==> config.mk <==
export PLATFORM = sky130hd
export DESIGN_NAME = arcb_regs
export DESIGN_NICKNAME = d
export VERILOG_FILES = /design/src/rtl/arcb_pkg.sv /design/src/rtl/arcb_regs.sv /design/src/rtl/arcb_cal_mem.sv
export SDC_FILE = /design/constraint.sdc
export NUM_CORES = 1
export LEC_CHECK = 0
export BUFFER_PORTS_ARGS = -buffer_cell sky130_fd_sc_hd__clkbuf_2
export CORE_AREA = 2 2 166 250
export DETAILED_ROUTE_END_ITERATION = 12
export DIE_AREA = 0 0 168 252
export PLACE_DENSITY_LB_ADDON = 0.15
export SLEW_MARGIN = 5
export SYNTH_ARGS = -nofsm -noshare
export SYNTH_HDL_FRONTEND = slang
export SYNTH_SLANG_ARGS = --single-unit
==> constraint.sdc <==
create_clock -name mclk -period 3.5 [get_ports mclk]
set_clock_uncertainty 0.05 [all_clocks]
set_input_delay 1.05 -clock mclk [delete_from_list [all_inputs] [get_ports mclk]]
set_output_delay 1.05 -clock mclk [all_outputs]
set_load 0.01 [all_outputs]
==> src/rtl/arcb_pkg.sv <==
// Package: register map, field layout and reset values of the ADC register bank
package arcb_pkg;
   // ==========================================
   // Register offsets (byte addresses)
   localparam logic [15:0] REPEAT_CTRL_OFF = 16'h21f0;
   localparam logic [15:0] UNLOCK_KEY_OFF = 16'h2230;
   localparam logic [15:0] BUF_CFG_OFF = 16'h238c;
   localparam int NUM_CAL = 16;
   // Calibration registers, index order: offset, gain pairs per channel
   // 0/1 low power TIA, 2/3 fast TIA, 4/5 aux x1, 6/7 x1.5, 8/9 x2, 10/11 x4, 12/13 x9, 14/15 temp sensor
   localparam logic [15:0] CAL_OFF [NUM_CAL] = '{
      16'h2288, 16'h228c, 16'h2234, 16'h2284, 16'h2244, 16'h2240, 16'h22cc, 16'h2270,
      16'h22c8, 16'h2274, 16'h22d4, 16'h2278, 16'h22d0, 16'h2298, 16'h223c, 16'h2238};
   // ==========================================
   // Field positions
   localparam int REPEAT_EN_BIT = 0;
   localparam int REPEAT_CNT_LSB = 4;
   localparam int REPEAT_CNT_W = 8;
   localparam int PWRDN_LSB = 4;
   localparam int PWRDN_W = 5;
   localparam int NOCHOP_LSB = 0;
   localparam int NOCHOP_W = 4;
   localparam int CAL_W = 15;
   // ==========================================
   // Reset values and key
   localparam logic [31:0] REPEAT_CTRL_RST = 32'h0000_0160;
   localparam logic [31:0] BUF_CFG_RST = 32'h005f_3d00;
   localparam logic [31:0] UNLOCK_KEY_RST = 32'h0000_0000;
   localparam logic [31:0] UNLOCK_KEY_VAL = 32'hde87_a5af;
   localparam logic [14:0] OFFSET_CAL_RST = 15'h0000;
   localparam logic [14:0] GAIN_CAL_RST = 15'h4000;
endpackage

==> src/rtl/arcb_regs.sv <==
// ADC repeat, buffer configuration and locked calibration register bank
//
// The address-and-strobe port was chosen for this implementation.
`timescale 1ns/1ns
module arcb_regs #(
   parameter int ADDR_W = 16
) (
   // Clock and reset
   input wire logic mclk,
   input wire logic rst,
   // Register port
   input wire logic [ADDR_W-1:0] reg_addr,
   input wire logic [31:0] reg_wdata,
   input wire logic reg_wr,
   input wire logic reg_rd,
   output logic [31:0] reg_rdata,
   // Repeat control to the conversion sequencer
   output logic repeat_enable,
   output logic [7:0] repeat_count,
   // Buffer controls to the analog front end
   output logic pd_offset_cancel,
   output logic pd_adc_buf,
   output logic pd_pga,
   output logic pd_front_pos,
   output logic pd_front_neg,
   output logic nochop_offset_cancel,
   output logic nochop_adc_buf,
   output logic nochop_pga,
   output logic nochop_front,
   // Calibration state
   output logic cal_unlocked,
   output logic [arcb_pkg::NUM_CAL*arcb_pkg::CAL_W-1:0] cal_values
);
   localparam int IW = $clog2(arcb_pkg::NUM_CAL);

   // ==========================================
   // Control registers
   logic rep_en_q, rep_en_d;
   logic [7:0] rep_cnt_q, rep_cnt_d;
   logic [4:0] pwrdn_q, pwrdn_d;
   logic [3:0] nochop_q, nochop_d;
   logic [31:0] key_q, key_d;
   logic unlocked_q, unlocked_d;

   // Address decode
   logic hit_rep, hit_buf, hit_key, hit_cal;
   logic [IW-1:0] cal_idx;
   always_comb begin
      hit_rep = (reg_addr == arcb_pkg::REPEAT_CTRL_OFF);
      hit_buf = (reg_addr == arcb_pkg::BUF_CFG_OFF);
      hit_key = (reg_addr == arcb_pkg::UNLOCK_KEY_OFF);
      hit_cal = 1'b0;
      cal_idx = '0;
      for (int i = 0; i < arcb_pkg::NUM_CAL; i++) begin
         if (reg_addr == arcb_pkg::CAL_OFF[i]) begin
            hit_cal = 1'b1;
            cal_idx = i[IW-1:0];
         end
      end
   end

   // ==========================================
   // Next state
   always_comb begin
      rep_en_d = rep_en_q;
      rep_cnt_d = rep_cnt_q;
      pwrdn_d = pwrdn_q;
      nochop_d = nochop_q;
      key_d = key_q;
      if (reg_wr && hit_rep) begin
         rep_en_d = reg_wdata[arcb_pkg::REPEAT_EN_BIT];
         // Zero is stored as written; its meaning is left to the sequencer
         rep_cnt_d = reg_wdata[arcb_pkg::REPEAT_CNT_LSB +: arcb_pkg::REPEAT_CNT_W];
      end
      if (reg_wr && hit_buf) begin
         pwrdn_d = reg_wdata[arcb_pkg::PWRDN_LSB +: arcb_pkg::PWRDN_W];
         nochop_d = reg_wdata[arcb_pkg::NOCHOP_LSB +: arcb_pkg::NOCHOP_W];
      end
      if (reg_wr && hit_key) key_d = reg_wdata;
      unlocked_d = (key_d == arcb_pkg::UNLOCK_KEY_VAL);
   end

   always_ff @(posedge mclk) begin
      if (rst) begin
         rep_en_q <= arcb_pkg::REPEAT_CTRL_RST[arcb_pkg::REPEAT_EN_BIT];
         rep_cnt_q <= arcb_pkg::REPEAT_CTRL_RST[arcb_pkg::REPEAT_CNT_LSB +: arcb_pkg::REPEAT_CNT_W];
         pwrdn_q <= arcb_pkg::BUF_CFG_RST[arcb_pkg::PWRDN_LSB +: arcb_pkg::PWRDN_W];
         nochop_q <= arcb_pkg::BUF_CFG_RST[arcb_pkg::NOCHOP_LSB +: arcb_pkg::NOCHOP_W];
         key_q <= arcb_pkg::UNLOCK_KEY_RST;
         unlocked_q <= 1'b0;
      end else begin
         rep_en_q <= rep_en_d;
         rep_cnt_q <= rep_cnt_d;
         pwrdn_q <= pwrdn_d;
         nochop_q <= nochop_d;
         key_q <= key_d;
         unlocked_q <= unlocked_d;
      end
   end

   // ==========================================
   // Calibration store
   logic cal_wr;
   logic [arcb_pkg::CAL_W-1:0] cal_rdata;
   // Gate on the held key, so a key write and a cal write take effect in order
   assign cal_wr = reg_wr && hit_cal && unlocked_q;
   arcb_cal_mem #(.DEPTH(arcb_pkg::NUM_CAL), .WIDTH(arcb_pkg::CAL_W)) u_cal (
      .mclk(mclk),
      .rst(rst),
      .wr_en(cal_wr),
      .wr_idx(cal_idx),
      .wr_data(reg_wdata[arcb_pkg::CAL_W-1:0]),
      .rd_idx(cal_idx),
      .rd_data(cal_rdata),
      .all_data(cal_values)
   );

   // ==========================================
   // Read path, one cycle after the strobe
   typedef enum {RSEL_NONE, RSEL_REP, RSEL_BUF, RSEL_KEY, RSEL_CAL} arcb_rsel_t;
   arcb_rsel_t rsel_q, rsel_d;
   logic [31:0] rdata_q, rdata_d;
   always_comb begin
      rsel_d = RSEL_NONE;
      if (reg_rd) begin
         if (hit_rep) rsel_d = RSEL_REP;
         else if (hit_buf) rsel_d = RSEL_BUF;
         else if (hit_key) rsel_d = RSEL_KEY;
         else if (hit_cal) rsel_d = RSEL_CAL;
      end
   end
   always_ff @(posedge mclk) begin
      if (rst) rsel_q <= RSEL_NONE;
      else rsel_q <= rsel_d;
   end
   // Reserved bits and unmapped addresses read zero
   always_comb begin
      rdata_d = '0;
      unique case (rsel_q)
         RSEL_NONE: rdata_d = '0;
         RSEL_REP: rdata_d = {20'h0, rep_cnt_q, 3'h0, rep_en_q};
         RSEL_BUF: rdata_d = {23'h0, pwrdn_q, nochop_q};
         RSEL_KEY: rdata_d = key_q;
         RSEL_CAL: rdata_d = {17'h0, cal_rdata};
      endcase
   end
   // Memory read is already registered, so data stands in the cycle after the strobe
   assign reg_rdata = rdata_d;

   // ==========================================
   // Outputs
   assign repeat_enable = rep_en_q;
   assign repeat_count = rep_cnt_q;
   assign pd_offset_cancel = pwrdn_q[4];
   assign pd_adc_buf = pwrdn_q[3];
   assign pd_pga = pwrdn_q[2];
   assign pd_front_pos = pwrdn_q[1];
   assign pd_front_neg = pwrdn_q[0];
   assign nochop_offset_cancel = nochop_q[3];
   assign nochop_adc_buf = nochop_q[2];
   assign nochop_pga = nochop_q[1];
   assign nochop_front = nochop_q[0];
   assign cal_unlocked = unlocked_q;

   // ==========================================
   // Checks
   logic [14:0] lp_gain_w;
   assign lp_gain_w = cal_values[1*arcb_pkg::CAL_W +: arcb_pkg::CAL_W];

   locked_hold_a: assert property (@(posedge mclk) disable iff (rst)
      (reg_wr && hit_cal && !unlocked_q) |=> $stable(cal_values))
      else $error("locked calibration write changed state");
   unlock_key_a: assert property (@(posedge mclk) disable iff (rst)
      (reg_wr && hit_key) |=> (cal_unlocked == ($past(reg_wdata) == arcb_pkg::UNLOCK_KEY_VAL)))
      else $error("unlock state does not follow key");
   cal_write_a: assert property (@(posedge mclk) disable iff (rst)
      (reg_wr && hit_cal && unlocked_q && cal_idx == 4'd1) |=> (lp_gain_w == $past(reg_wdata[14:0])))
      else $error("unlocked calibration write lost");
   repeat_field_a: assert property (@(posedge mclk) disable iff (rst)
      (reg_wr && hit_rep) |=> (repeat_count == $past(reg_wdata[11:4]) && repeat_enable == $past(reg_wdata[0])))
      else $error("repeat control not stored");
   buf_map_a: assert property (@(posedge mclk) disable iff (rst)
      (reg_wr && hit_buf) |=> (pd_offset_cancel == $past(reg_wdata[8]) && pd_front_neg == $past(reg_wdata[4])))
      else $error("power-down mapping wrong");
   chop_map_a: assert property (@(posedge mclk) disable iff (rst)
      (reg_wr && hit_buf) |=> (nochop_offset_cancel == $past(reg_wdata[3]) && nochop_front == $past(reg_wdata[0])))
      else $error("chop mapping wrong");
   rep_read_a: assert property (@(posedge mclk) disable iff (rst)
      (reg_rd && hit_rep) |=> (reg_rdata[31:12] == 20'h0 && reg_rdata[3:1] == 3'h0))
      else $error("reserved repeat bits not zero");
   cal_read_a: assert property (@(posedge mclk) disable iff (rst)
      (reg_rd && hit_cal) |=> (reg_rdata[31:15] == 17'h0))
      else $error("reserved calibration bits not zero");
   reset_gain_a: assert property (@(posedge mclk)
      $fell(rst) |-> (lp_gain_w == arcb_pkg::GAIN_CAL_RST && !cal_unlocked))
      else $error("gain not unity after reset");

   unlock_c: cover property (@(posedge mclk) disable iff (rst) (reg_wr && hit_key) ##1 cal_unlocked);
   cal_wr_c: cover property (@(posedge mclk) disable iff (rst) cal_wr);
   locked_wr_c: cover property (@(posedge mclk) disable iff (rst) reg_wr && hit_cal && !unlocked_q);
   rep_en_c: cover property (@(posedge mclk) disable iff (rst) $rose(repeat_enable));
endmodule // arcb_regs

==> src/rtl/arcb_cal_mem.sv <==
// Calibration store: offset and gain words with registered read data
`timescale 1ns/1ns
module arcb_cal_mem #(
   parameter int DEPTH = 16,
   parameter int WIDTH = 15
) (
   // Clock and reset
   input wire logic mclk,
   input wire logic rst,
   // Write port
   input wire logic wr_en,
   input wire logic [$clog2(DEPTH)-1:0] wr_idx,
   input wire logic [WIDTH-1:0] wr_data,
   // Read port
   input wire logic [$clog2(DEPTH)-1:0] rd_idx,
   output logic [WIDTH-1:0] rd_data,
   // Every entry for the datapath
   output logic [DEPTH*WIDTH-1:0] all_data
);
   logic [WIDTH-1:0] mem_q [DEPTH];
   logic [WIDTH-1:0] mem_d [DEPTH];
   logic [WIDTH-1:0] rd_q;

   // ==========================================
   // Storage; even entries are offsets, odd are gains
   genvar gi;
   generate
      for (gi = 0; gi < DEPTH; gi++) begin : g_ent
         always_comb begin
            mem_d[gi] = mem_q[gi];
            if (wr_en && wr_idx == gi[$clog2(DEPTH)-1:0]) mem_d[gi] = wr_data;
         end
         always_ff @(posedge mclk) begin
            if (rst) mem_q[gi] <= (gi % 2 == 0) ? arcb_pkg::OFFSET_CAL_RST : arcb_pkg::GAIN_CAL_RST;
            else mem_q[gi] <= mem_d[gi];
         end
         assign all_data[gi*WIDTH +: WIDTH] = mem_q[gi];
      end
   endgenerate

   always_ff @(posedge mclk) begin
      if (rst) rd_q <= '0;
      else rd_q <= mem_q[rd_idx];
   end
   assign rd_data = rd_q;
endmodule // arcb_cal_mem

==> out/results.ini <==
[global_routing]
grt_pass1_vias=14500
antenna_found_initial=1
grt_max_degree=125
groute.usage.overall_pct=29.4
grt_pass1_wl_mm=93.9
grt_overflow=0

[clock_tree]
root_buffer=clkbuf_16
cts_tree=done
postCtsHoldBufs=0
clock-sinks=309
path_clk_slew_ns=0.07
cts_buffer_depth=3
cts_buffers=30
insertion_delay_ns=0.58
cts_htree_levels=1
postCtsSetupBuffers=0

[setup_path]
reg2reg_depth=7
endpoint_kind=flip-flop
crit_slowest_cell=or4_1
max_stage_delay_ns=0.66
critical_path.top_delay_family=simple AND/OR/NAND/NOR gates
rrSetupSlack_ns=1.20
path_buf_inv=3
crit_chain=clkbuf_2 -> or2_2 -> or4_1 -> buf_4 -> a31oi_2 -> buf_4 -> nand2_1 -> a32oi_1 -> nand2_1 -> a31oi_1
cp.required_ns=3.96
r2r_end=u_cal.mem_q[11][0]
cp-start-kind=input port
critPathArrivalTime_ns=3.89
critPathMaxFanout=14
worstSetupPathType=input port to flip-flop
rr_startpoint=cal_unlocked

[layout]
fillers=4057
drive_gt1_share_pct=25.6
layout.cells.non_filler=2722
syn2layout_area_growth_pct=29.3
final-seq-area_mm2=0.00619
multi_input_area_mm2=0.00705
diodes=0
final_net_count=2249

[timing]
drv_slew=0
finalSetupViolations=0
rsz0062_at_grt=false
finalCritPeriodShare_pct=98.1
fin_setup_tns_ns=0
final_hold_viol_count=0
max_freq_mhz=291
relSlewSlack_pct=49.8
min_period_ns=3.43
worst_pin_slew_ns=0.750

[logic_synthesis]
synthXorXnorAreaFrac_pct=0.0628
ys_ff_latch=309
synth_area_leaders=dfxtp_1, nand2_1, a21oi_1, mux2i_1, clkbuf_1
yosys.area_share.simple_pct=26.4
syn_area_mm2=0.0139
synth_ff_type=dfxtp_1
synthMuxAreaShare_pct=7.92
synth_enable_flop_cells=0
syn-num-nets=1887
yosys.area.top_type=dfxtp_1
synthTopCellsByCount=nand2_1, dfxtp_1, a21oi_1, mux2i_1, clkbuf_1
synthCells=1835
synth_cell_types=59
synth_fa_ha_area_share_pct=0
async_flop_share_pct=0
synth_top_family_by_area=simple AND/OR/NAND/NOR gates
syn-mean-instance-area_um2=7.60
netlist.area_leader.share_pct=44.4
synth-seq-area-share_pct=44.4
ys.warnings.count=0
synth-compound-area-share_pct=16.0
yosysMostFrequentCell=nand2_1

[floorplanning]
row_count=90
io_pins=343
die_y_um=252
dieArea_mm2=0.0423
die_w_um=168
start_util_pct=34.9
core_area_mm2=0.0400

[route]
drc=0
viasPerCell=5.48
vias=14900
wl_per_cell_um=23.5
drt-total-wl_mm=64.1
drtPass1Iterations=5
drtIter0Drc=1416
drtAntennaViolNets=0

[power]
peakVddDrop_v=0.000300
switchingPower_w=0.00166
p_sw_share_pct=22.8
power.total_w=0.00725
clock_power_share_pct=47.6
p_seq_share_pct=48.5
p_int_w=0.00560
combPwrFrac_pct=4.0
leakagePower_nw=7.62
powerDensity_mw_per_mm2=402

[place]
dpl.cell_count=2671
place_congestion=0.925
port_buffers=342
dpl.hpwl_mm=46.6

[min_path]
holdPathEnd=key_q[21]
hold_path.startpoint=key_q[21]
hold_depth=2
hp-class=flip-flop to flip-flop

[status]
status=finished, final reports clean

[run]
maxCapViolCount=0

-- placed cells by master (no fill, tap or decap), drive strengths merged, types with 6 or more instances in the layout --
cell type  count
a31oi         18
a21oi        283
a211o         11
nor3          13
a22oi          9
buf          149
and3          27
a32oi         13
nand4b         6
dfxtp        309
nor2b          9
nand4          7
clkbuf       388
nand2b         6
mux2i        108
o22ai         36
nand3b         7
or3           10
nor2          46
o21ai          8
nand2        666
nand3         26
-- layer usage --
metal	routed length [um]	global-route usage (%)
met1	24100	34.1
met4	3190	14.0
met3	4220	4.11
met5	0	0
met2	32600	53.1
-- worst register-to-register path: cells and delay by family, from the launching register on --
family                 cells  cell delay (ns)
and+or+nand+nor            4             1.13
buffers and inverters      2             0.49
DFF                        1             0.41
AOI/OAI and AO/OA          1             0.15
-- repair_timing --
item | CTS | global route
resized for setup | 0 | 1
setup endpoints to repair | 0 | 3
endpoints found under the hold margin | 0 | 0
-- cell families after synthesis --
group | count (synthesis)
xor+xnor | 1
flops | 309
compound gates | 395
simple gates | 854
mux | 110
buf+inv | 166
-- flip-flops by register name, summed over array words and instances, names as in the netlist --
register and count:
cal_unlocked 1, key_q 32, nochop_q 4, pwrdn_q 5
repeat_count 8, repeat_enable 1, rsel_q 3, u_cal.mem_q 240
u_cal.rd_data 15
-- layout make-up --
type | count | area share [%]
inverters | 5 | 0.104
multi-input cells | 1360 | 39.1
clock buffers | 46 | 5.12
flip-flops and latches | 309 | 34.3
repair buffers | 491 | 17.3
clock inverters | 5 | 0.555
well taps | 506 | 3.51
-- worst max-delay path by stage --
stage / start / end / depth (start not counted)
3_3_place_gp: reg_addr[1] / u_cal.rd_data[7] / 10
5_1_grt: reg_addr[1] / u_cal.rd_data[7] / 10
6_report: reg_addr[1] / u_cal.rd_data[7] / 10
4_1_cts: reg_addr[1] / u_cal.rd_data[7] / 10
2_1_floorplan: reg_addr[4] / u_cal.mem_q[11][10] / 11
3_5_place_dp: reg_addr[1] / u_cal.rd_data[7] / 10
-- power groups by stage --
stage                     Sequential (W)  Clock [W]  Combinational [W]
final                            0.00352    0.00345           0.000289
after global placement           0.00359          0           0.000283
after floorplan                  0.00359          0           0.000132
after detailed placement         0.00359          0           0.000283
after CTS                        0.00352    0.00349           0.000284
after global routing             0.00351    0.00361           0.000299
-- per-stage QoR --
stage / utilization (%) / hold WS (ns) / instance area [um^2] / worst slack (ns)
6_report: 45.1 / 0.417 / 18000 / 0.0665
3_5_place_dp: 42.5 / 0.407 / 17000 / -0.447
3_3_place_gp: 42.5 / 0.404 / 17000 / -0.468
4_1_cts: 45.1 / 0.416 / 18000 / 0.140
2_1_floorplan: - / 0.385 / 13900 / 0.183
5_1_grt: 45.1 / 0.443 / 18000 / 0.0625
(Power assumes the default switching activity.)
